<file path="src/rtl/bds_pkg.sv">
// Purpose: shared constants and types for the buffer DRAM timing sequencer
// Assumes: system clock period T equals the sequencer clock (100 MHz)
// Notes: all pin intervals are whole clock counts derived from T figures
// Operation
// - random read or write cycle, RAS fall to RAS fall, lasts at least 10T
// - page mode column accesses are spaced at least 4T apart
// - CAS asserts at least 2T after RAS asserts
// - row address is on the bus at least 3T-10ns before RAS falls
// - column address stays stable at least 5T-10ns after RAS falls
// - column address is presented at least 3T before RAS rises
// - in page mode RAS stays low at least 4T after final CAS precharge
// - at least 3T-10ns from CAS rising to next RAS falling
// - read level on write command at least 4T-10ns before CAS falls
// - read level held at least 2T-10ns after RAS rises
// - write command held low at least 10T during a write
// - write command held at least 6T-10ns after CAS falls
// - write command held at least 8T-10ns from RAS falling
// - write command asserted at least 9T-10ns before CAS rises
// - write command asserted at least 8T-10ns before RAS rises
// - write data driven at least 3T after CAS falls
// - write data driven at least 7T-10ns after RAS falls
// - refresh: CAS falls at least 2T-10ns before RAS falls
// - refresh: CAS held at least 6T-10ns after RAS falls

package bds_pkg;

    localparam int CLK_NS = 10;   // sequencer clock period
    localparam int T_NS = 10;     // device system clock period T

    // least time rounds up, never below one cycle
    function automatic int cycMin(input int ns);
        int c;
        c = (ns + CLK_NS - 1) / CLK_NS;
        return (c < 1) ? 1 : c;
    endfunction

    // longest time rounds down, never below one cycle
    function automatic int cycMax(input int ns);
        int c;
        c = ns / CLK_NS;
        return (c < 1) ? 1 : c;
    endfunction

    // intervals in units of T; where a rule allows 10 ns less, that allowance is not taken, so those hold with margin
    localparam int ASR_T = 3;     // row address set-up before RAS
    localparam int RAH_T = 1;     // row address hold after RAS
    localparam int RCD_T = 2;     // RAS to CAS delay
    localparam int RAC_T = 7;     // access from RAS
    localparam int CAC_T = 3;     // access from CAS
    localparam int CP_T = 1;      // CAS high pulse in page mode
    localparam int RHCP_T = 4;    // RAS hold after CAS precharge
    localparam int RP_T = 4;      // RAS high time
    localparam int WP_T = 10;     // write command low time
    localparam int CSR_T = 2;     // CAS set-up for refresh
    localparam int CHR_T = 6;     // CAS hold for refresh
    localparam int RFSH_SHORT_T = 400;
    localparam int RFSH_LONG_T = 800;

    localparam int ASR_CYC = cycMin(ASR_T * T_NS);
    localparam int RAH_CYC = cycMin(RAH_T * T_NS);
    localparam int RCD_CYC = cycMin(RCD_T * T_NS);
    localparam int RCAS_CYC = cycMin((RAC_T - RCD_T) * T_NS);
    localparam int CAC_CYC = cycMin(CAC_T * T_NS);
    localparam int CP_CYC = cycMin(CP_T * T_NS);
    localparam int RHCP_CYC = cycMin(RHCP_T * T_NS);
    localparam int RP_CYC = cycMin(RP_T * T_NS);
    localparam int WCAS_CYC = cycMin((WP_T - RCD_T) * T_NS);
    localparam int CSR_CYC = cycMin(CSR_T * T_NS);
    localparam int CHR_CYC = cycMin(CHR_T * T_NS);
    localparam int RFSH_SHORT_CYC = cycMax(RFSH_SHORT_T * T_NS);
    localparam int RFSH_LONG_CYC = cycMax(RFSH_LONG_T * T_NS);
    localparam int RFSH_GUARD_CYC = 32;   // covers the longest access still in flight

    localparam int ROW_W = 9;
    localparam int COL_W = 9;
    localparam int ADDR_W = 9;
    localparam int DATA_W = 8;
    localparam int CNT_W = 5;
    localparam int REF_W = 10;
    localparam int SYNC_DEPTH = 2;

    typedef struct packed {
        logic write;
        logic [ROW_W-1:0] row;
        logic [COL_W-1:0] col;
        logic [DATA_W-1:0] wdata;
    } bds_req_t;

    typedef struct packed {
        logic rasN;
        logic casN;
        logic weN;
        logic [ADDR_W-1:0] addr;
        logic dqOe;
        logic [DATA_W-1:0] dqOut;
    } bds_pins_t;

    localparam bds_pins_t PINS_REST = '{rasN: 1'b1, casN: 1'b1, weN: 1'b1, addr: 9'h000,
                                        dqOe: 1'b0, dqOut: 8'h00};

endpackage

</file>
<file path="src/rtl/bds_read_capture.sv">
// Purpose: synchronise DRAM read data and capture it on the sample strobe
// Assumes: dqIn is an asynchronous pin, strobe marks the last CAS-low cycle
// Notes: strobe is delayed to match the two-flop data synchroniser
`timescale 1ns/1ps
`default_nettype none
module bds_read_capture (
    input wire logic sys_clk,
    input wire logic rst,
    input wire logic [bds_pkg::DATA_W-1:0] dqIn,
    input wire logic sampleStrobe,
    output logic rdValid,
    output logic [bds_pkg::DATA_W-1:0] rdData
);
    import bds_pkg::*;

    logic [DATA_W-1:0] syncMeta;
    logic [DATA_W-1:0] syncData;
    logic [SYNC_DEPTH-1:0] strobeDly;

    // two flops per data bit; the first is read only by the second
    genvar b;
    generate
        for (b = 0; b < DATA_W; b++) begin : g_sync
            always_ff @(posedge sys_clk) begin
                syncMeta[b] <= dqIn[b];
                syncData[b] <= syncMeta[b];
            end
        end
    endgenerate

    // strobe pipeline matches the synchroniser depth
    always_ff @(posedge sys_clk) begin
        if (rst) begin
            strobeDly <= '0;
        end else begin
            strobeDly <= {strobeDly[SYNC_DEPTH-2:0], sampleStrobe};
        end
    end

    // one-cycle valid pulse with the captured byte
    always_ff @(posedge sys_clk) begin
        if (rst) begin
            rdValid <= 1'b0;
            rdData <= '0;
        end else begin
            rdValid <= strobeDly[SYNC_DEPTH-1];
            if (strobeDly[SYNC_DEPTH-1]) begin
                rdData <= syncData;
            end
        end
    end
endmodule
`default_nettype wire

</file>
<file path="src/rtl/bds_refresh_timer.sv">
// Purpose: refresh interval timer for the buffer DRAM
// Assumes: memory_config_bit3 comes from logic on sys_clk
// Notes: due is raised a guard early so any running access can finish first
`timescale 1ns/1ps
`default_nettype none
module bds_refresh_timer (
    input wire logic sys_clk,
    input wire logic rst,
    input wire logic memory_config_bit3,
    input wire logic refreshStart,
    output logic refreshDue
);
    import bds_pkg::*;

    localparam logic [REF_W-1:0] SHORT_DUE = REF_W'(RFSH_SHORT_CYC - RFSH_GUARD_CYC);
    localparam logic [REF_W-1:0] LONG_DUE = REF_W'(RFSH_LONG_CYC - RFSH_GUARD_CYC);

    logic [REF_W-1:0] count;
    logic [REF_W-1:0] dueAt;

    assign dueAt = memory_config_bit3 ? LONG_DUE : SHORT_DUE;

    // cycles since the last refresh start (final CAS set-up cycle, before RAS falls), saturating at the due point
    always_ff @(posedge sys_clk) begin
        if (rst) begin
            count <= '0;
        end else if (refreshStart) begin
            count <= '0;
        end else if (count < dueAt) begin
            count <= count + 1'b1;
        end
    end

    // refresh request stays up until the refresh cycle starts
    always_ff @(posedge sys_clk) begin
        if (rst) begin
            refreshDue <= 1'b0;
        end else begin
            refreshDue <= !refreshStart && (count >= dueAt);
        end
    end
endmodule
`default_nettype wire

</file>
<file path="src/rtl/bds_sequencer.sv">
// Purpose: buffer DRAM timing sequencer: random, page-mode and CBR refresh cycles
// Assumes: one clock at T, synchronous active-high reset
// Notes: pins are registered, so they follow the state by one cycle
`timescale 1ns/1ps
`default_nettype none
module bds_sequencer (
    input wire logic sys_clk,
    input wire logic rst,
    input wire logic memory_config_bit3,
    input wire logic pageEnable,
    input wire logic reqValid,
    output logic reqReady,
    input wire bds_pkg::bds_req_t req,
    output logic rdValid,
    output logic [bds_pkg::DATA_W-1:0] rdData,
    output bds_pkg::bds_pins_t dramPins,
    input wire logic [bds_pkg::DATA_W-1:0] dqIn,
    output logic refreshBusy
);
    import bds_pkg::*;

    typedef enum logic [3:0] {
        ST_IDLE, ST_ADDR, ST_ROW, ST_CAS, ST_CASPRE, ST_HOLD, ST_PRECH, ST_REFCAS, ST_REFRAS
    } bds_state_t;

    bds_state_t state;
    bds_state_t next_state;
    logic [CNT_W-1:0] cnt;
    bds_req_t cur;
    logic inPage;
    logic refreshDue;
    logic refreshStart;
    logic lastCyc;
    logic pageTake;
    logic sampleNow;
    logic sampleStrobe;
    bds_pins_t next_pins;

    // final count value of each timed state
    function automatic logic [CNT_W-1:0] stateLast(input bds_state_t s, input logic wr, input logic pg);
        int len;
        case (s)
            ST_ADDR: len = ASR_CYC;
            ST_ROW: len = RCD_CYC;
            ST_CAS: len = pg ? CAC_CYC : (wr ? WCAS_CYC : RCAS_CYC);
            ST_CASPRE: len = CP_CYC;
            ST_HOLD: len = RHCP_CYC;
            ST_PRECH: len = RP_CYC;
            ST_REFCAS: len = CSR_CYC;
            ST_REFRAS: len = CHR_CYC;
            default: len = 1;
        endcase
        return CNT_W'(len - 1);
    endfunction

    assign lastCyc = (cnt == stateLast(state, cur.write, inPage));

    // another read on the open row continues in page mode; refresh closes the page
    assign pageTake = (state == ST_CAS) && lastCyc && !cur.write && pageEnable && reqValid
                      && !req.write && (req.row == cur.row) && !refreshDue;
    assign reqReady = ((state == ST_IDLE) && !refreshDue) || pageTake;
    assign refreshStart = (state == ST_REFCAS) && lastCyc;
    assign sampleNow = (state == ST_CAS) && lastCyc && !cur.write;
    assign refreshBusy = (state == ST_REFCAS) || (state == ST_REFRAS);

    // state transitions
    always_comb begin
        next_state = state;
        case (state)
            ST_IDLE: begin
                if (refreshDue) begin
                    next_state = ST_REFCAS;
                end else if (reqValid) begin
                    next_state = ST_ADDR;
                end
            end
            ST_ADDR: if (lastCyc) next_state = ST_ROW;
            ST_ROW: if (lastCyc) next_state = ST_CAS;
            ST_CAS: if (lastCyc) next_state = pageTake ? ST_CASPRE : ST_HOLD;
            ST_CASPRE: if (lastCyc) next_state = ST_CAS;
            ST_HOLD: if (lastCyc) next_state = ST_PRECH;
            ST_PRECH: if (lastCyc) next_state = ST_IDLE;
            ST_REFCAS: if (lastCyc) next_state = ST_REFRAS;
            ST_REFRAS: if (lastCyc) next_state = ST_PRECH;
            default: next_state = ST_IDLE;
        endcase
    end

    always_ff @(posedge sys_clk) begin
        if (rst) begin
            state <= ST_IDLE;
        end else begin
            state <= next_state;
        end
    end

    // cycle counter restarts on every state change
    always_ff @(posedge sys_clk) begin
        if (rst) begin
            cnt <= '0;
        end else if (state != next_state || state == ST_IDLE) begin
            cnt <= '0;
        end else begin
            cnt <= cnt + 1'b1;
        end
    end

    // request latch: full request at start, new column on a page hit
    always_ff @(posedge sys_clk) begin
        if (rst) begin
            cur <= '0;
        end else if (reqValid && reqReady) begin
            cur <= req;
        end
    end

    always_ff @(posedge sys_clk) begin
        if (rst) begin
            inPage <= 1'b0;
        end else if (pageTake) begin
            inPage <= 1'b1;
        end else if (state == ST_IDLE) begin
            inPage <= 1'b0;
        end
    end

    // pin values per state; write keeps WE low and data driven from RAS fall to CAS rise
    always_comb begin
        next_pins = PINS_REST;
        next_pins.addr = ADDR_W'(cur.row);
        case (state)
            ST_ADDR: next_pins.addr = ADDR_W'(cur.row);
            ST_ROW: begin
                next_pins.rasN = 1'b0;
                next_pins.addr = (cnt < CNT_W'(RAH_CYC)) ? ADDR_W'(cur.row) : ADDR_W'(cur.col);
                next_pins.weN = !cur.write;
                next_pins.dqOe = cur.write;
                next_pins.dqOut = cur.wdata;
            end
            ST_CAS: begin
                next_pins.rasN = 1'b0;
                next_pins.casN = 1'b0;
                next_pins.addr = ADDR_W'(cur.col);
                next_pins.weN = !cur.write;
                next_pins.dqOe = cur.write;
                next_pins.dqOut = cur.wdata;
            end
            ST_CASPRE, ST_HOLD: begin
                next_pins.rasN = 1'b0;
                next_pins.addr = ADDR_W'(cur.col);
            end
            ST_REFCAS: next_pins.casN = 1'b0;
            ST_REFRAS: begin
                next_pins.rasN = 1'b0;
                next_pins.casN = 1'b0;
            end
            default: next_pins = next_pins;
        endcase
    end

    // every pin leaves a flip-flop; relative spacing is kept because all shift together
    always_ff @(posedge sys_clk) begin
        if (rst) begin
            dramPins <= PINS_REST;
            sampleStrobe <= 1'b0;
        end else begin
            dramPins <= next_pins;
            sampleStrobe <= sampleNow;
        end
    end

    bds_refresh_timer u_refresh (
        .sys_clk(sys_clk),
        .rst(rst),
        .memory_config_bit3(memory_config_bit3),
        .refreshStart(refreshStart),
        .refreshDue(refreshDue)
    );

    bds_read_capture u_capture (
        .sys_clk(sys_clk),
        .rst(rst),
        .dqIn(dqIn),
        .sampleStrobe(sampleStrobe),
        .rdValid(rdValid),
        .rdData(rdData)
    );
endmodule
`default_nettype wire

</file>
<file path="config.mk">
export PLATFORM = sky130hd
export DESIGN_NAME = bds_sequencer
export DESIGN_NICKNAME = d
export VERILOG_FILES = /design/src/rtl/bds_pkg.sv /design/src/rtl/bds_read_capture.sv /design/src/rtl/bds_refresh_timer.sv /design/src/rtl/bds_sequencer.sv
export SDC_FILE = /design/constraint.sdc
export NUM_CORES = 1
export LEC_CHECK = 0
export ABC_AREA = 1
export BUFFER_PORTS_ARGS = -buffer_cell sky130_fd_sc_hd__buf_2
export CAP_MARGIN = 20
export CORE_MARGIN = 2
export CORE_UTILIZATION = 60
export CTS_CLUSTER_SIZE = 12
export DETAILED_ROUTE_END_ITERATION = 12
export GPL_TIMING_DRIVEN = 0
export HOLD_SLACK_MARGIN = 0.1
export PLACE_DENSITY = 0.85
export SKIP_CTS_REPAIR_TIMING = 1
export SYNTH_ARGS = -nofsm -noshare
export SYNTH_HDL_FRONTEND = slang
export SYNTH_HIERARCHICAL = 1
export SYNTH_SLANG_ARGS = --single-unit
</file>
<file path="constraint.sdc">
create_clock -name sys_clk -period 6.4 [get_ports sys_clk]
set_clock_uncertainty 0.05 [all_clocks]
set_input_delay 0 -clock sys_clk [delete_from_list [all_inputs] [get_ports sys_clk]]
set_output_delay 0 -clock sys_clk [all_outputs]
set_load 0.05 [all_outputs]
</file>
==> flow_summary.toml <==
[clocking]
number_of_buffers_created_by_cts = 9
clkLatencyLatePin_ns = 0.36
cts_tree = "built"
clockBufferDepth = 2
clock_sink_count = 97
clkSlewWorstSetupHoldPaths_ns = 0.10
cts_root_buffer = "sky130_fd_sc_hd__clkbuf_8"
cts_htree_levels = 3

[global_route]
grt_first_pass_wirelength_mm = 14.4
number_of_antenna_violations_at_the_first_check_in_global_routing = 0
first_global_vias = 3354
grt.total_usage_pct = 23.7
grt_overflow_total = 0
grt_start_max_net_pins = 19

[place]
placement.io_buffers = 71
gp_congestion = 0.896
place.detailed.hpwl_mm = 6.57

[floorplan]
floorplan.io_pins = 72
die_area_um2 = 7650
initial_core_utilization_pct = 61.9
fp.coreArea_um2 = 6760
floorplan.rows = 30
die_width_um = 87.5
chipHeight_um = 87.5

[worst_hold_path]
worst_hold_path_type = "in2reg"

[setup_path]
critical_path.endpoint_type = "register"
slowest_stage_cell_on_the_critical_path = "sky130_fd_sc_hd__dlygate4sd3_1"
cp_required_ns = 6.62
cp_slowest_stage_delay_ns = 0.56
timing.critical_path.from_type = "register"
crit_type = "reg2reg"
critPathMaxFanout = 10
worstPathCellList = "nor2_4 -> inv_2 -> nor2_4 -> inv_1 -> o21ai_0 -> nor2_1 -> ha_1 -> xor2_1 -> nand3_2 -> nor3_2 -> nand4_1 -> o21ai_2 -> nand2_4 -> o21ai_0 -> dlygate4sd3_1 -> nor2_1"
cp_data_arrival_time_ns = 3.66

[detailed_routing]
drt.antenna.violating_nets = 0
detailedRoute.firstPassIterationCount = 5
detailedRoute.firstIterationViolations = 290
number_of_remaining_drc_errors = 0
drt_via_density = 5.12
route.detailed.wl_per_inst_um = 13.0
detailed_route_wl_mm = 10.0
via_count = 3944

[power]
power.static_leakage_nw = 2.48
pwr_density_cell_nw_per_um2 = 361
ir_drop_mv = 0.230

[logic_synthesis]
synth_area_leaders = "sky130_fd_sc_hd__dfxtp_1 46%, sky130_fd_sc_hd__nor2_1 11%, sky130_fd_sc_hd__nand2_1 9.3%"
synth_area_per_cell_um2 = 7.39
post-synth-top-area-cell = "sky130_fd_sc_hd__dfxtp_1"
postSynthNetCount = 614
synth-warning-count = 6
mappedNetlistArea_um2 = 4180
synthDistinctLibCells = 38
seq_total_area_yosys_pct = 46.5
synth_top_area_share_pct = 46.5
synthesis.instances = 566
postSynthRegisterBits = 97

[timing]
finalSetupViolations = 0
max-slew-margin-rel_pct = 66.0
fmax_mhz = 291
worstMarginPinSlew_ns = 0.510
final_min_period_over_clock_period_pct = 53.7
finalHoldWorstSlack_ns = 0.120
timing_max_transition_violations_final = 0
setup-tns-final_ns = 0
grt_setup_unrepaired = "false"
finalHoldViolations = 0
time_the_final_worst_path_needs_with_i_o_delays_and_setup_ns = 3.44

[flow_run]
maxCapViolations = 0

[final_layout]
final_net_count = 733
area.growth.synth_to_final_pct = 24.2
drive_above_1_share_pct = 20.0
antenna_cells = 0
core_util_final_pct = 76.8

[run_status]
status = "finished clean"
## synthesized netlist by cell type (all sizes together)
library cell and n:
nor2 137, nand2 117, dfxtp 97, inv 72
o21ai 41, nand3 24, a21oi 18, clkbuf 8
ha 8, nand4 8, buf 7, nor3 6
xor2 6, xnor2 5, clkinv 2, o211ai 2
or2 2, a31oi 1, nor3b 1, o2111ai 1
o221ai 1, o22ai 1, o31ai 1
## report_power, final
group          switching (mW)  internal, mW
combinational           0.496         0.255
sequential             0.0541         0.690
clock                   0.227         0.149
## layout by cell type (no fill, tap or decap), drive strengths merged
| cell | synthesis | routed |
|---|---|---|
| a21oi | 18 | 18 |
| a31oi | 1 | 1 |
| buf | 7 | 78 |
| clkbuf | 8 | 17 |
| clkinv | 2 | 5 |
| clkinvlp | 0 | 1 |
| dfxtp | 97 | 97 |
| dlygate4sd3 | 0 | 37 |
| ha | 8 | 8 |
| inv | 72 | 75 |
| nand2 | 117 | 117 |
| nand3 | 24 | 24 |
| nand4 | 8 | 8 |
| nor2 | 137 | 137 |
| nor3 | 6 | 6 |
| nor3b | 1 | 1 |
| o2111ai | 1 | 1 |
| o211ai | 2 | 2 |
| o21ai | 41 | 41 |
| o221ai | 1 | 1 |
| o22ai | 1 | 1 |
| o31ai | 1 | 1 |
| or2 | 2 | 2 |
| xnor2 | 5 | 5 |
| xor2 | 6 | 6 |
## final cells by class
| type | instances | area [µm²] |
|---|---|---|
| sequential | 97 | 1940 |
| multi-input combinational | 380 | 1850 |
| fill | 488 | 1570 |
| timing repair buffer | 108 | 726 |
| inverter | 74 | 283 |
| clock buffer | 9 | 124 |
| buffer | 15 | 105 |
| tap | 80 | 100 |
| clock inverter | 7 | 61.3 |
## cells by family (layout without fill, tap and decap cells)
kind of cell	after synthesis	in the layout	share of synthesized area, %
adders and majority gates	8	8	2.39
buffers and inverters	89	213	9.28
and+or+nand+nor	295	295	31.1
AOI/OAI and AO/OA	66	66	8.50
DFF	97	97	46.5
xor gates and xnor gates	11	11	2.30
## metal layers
metal  track usage, %  up-vias  wire [µm]
met2             41.7      156       5200
met3             5.88       25        609
met5                0        -          0
met4             8.81        0        209
li1                 -     2001          -
met1             27.8     1762       4030
## through the flow
step | worst slack [ns] | power [mW] | area (µm²) | instances
2_1_floorplan | 3.37 | 1.31 | 4180 | 566
3_3_place_gp | 3.38 | 1.44 | 4640 | 717
3_5_place_dp | 3.32 | 1.47 | 4640 | 717
4_1_cts | 3.31 | 1.84 | 4820 | 733
5_1_grt | 2.65 | 1.99 | 5190 | 770
6_report | 2.96 | 1.87 | 5190 | 770
## state kept, by name (all words and copies together), names as in the netlist
signal	cells
cur	27
dramPins	21
u_refresh/count	10
u_capture/rdData	8
u_capture/syncData	8
u_capture/syncMeta	8
cnt	5
state	4
u_capture/strobeDly	2
inPage	1
sampleStrobe	1
u_capture/rdValid	1
u_refresh/refreshDue	1
## path summary, 6_finish.rpt
check,startpoint,to,slack (ns),depth (start not counted)
max,state[3],cur[3],2.96,16
min,reqValid,cur[0],0.12,4
max reg2reg,state[3],cur[3],2.96,16
min reg2reg,u_capture/syncMeta[5],u_capture/syncData[5],0.28,0
## worst max-delay path: cells and delay by family (launching register included)
family	cells	cell delay, ns
simple gates	8	1.12
buf+inv	3	0.75
fa+ha+maj	1	0.30
flops	1	0.39
xor+xnor	1	0.22
compound gates	3	0.51
(Power assumes the default switching activity.)
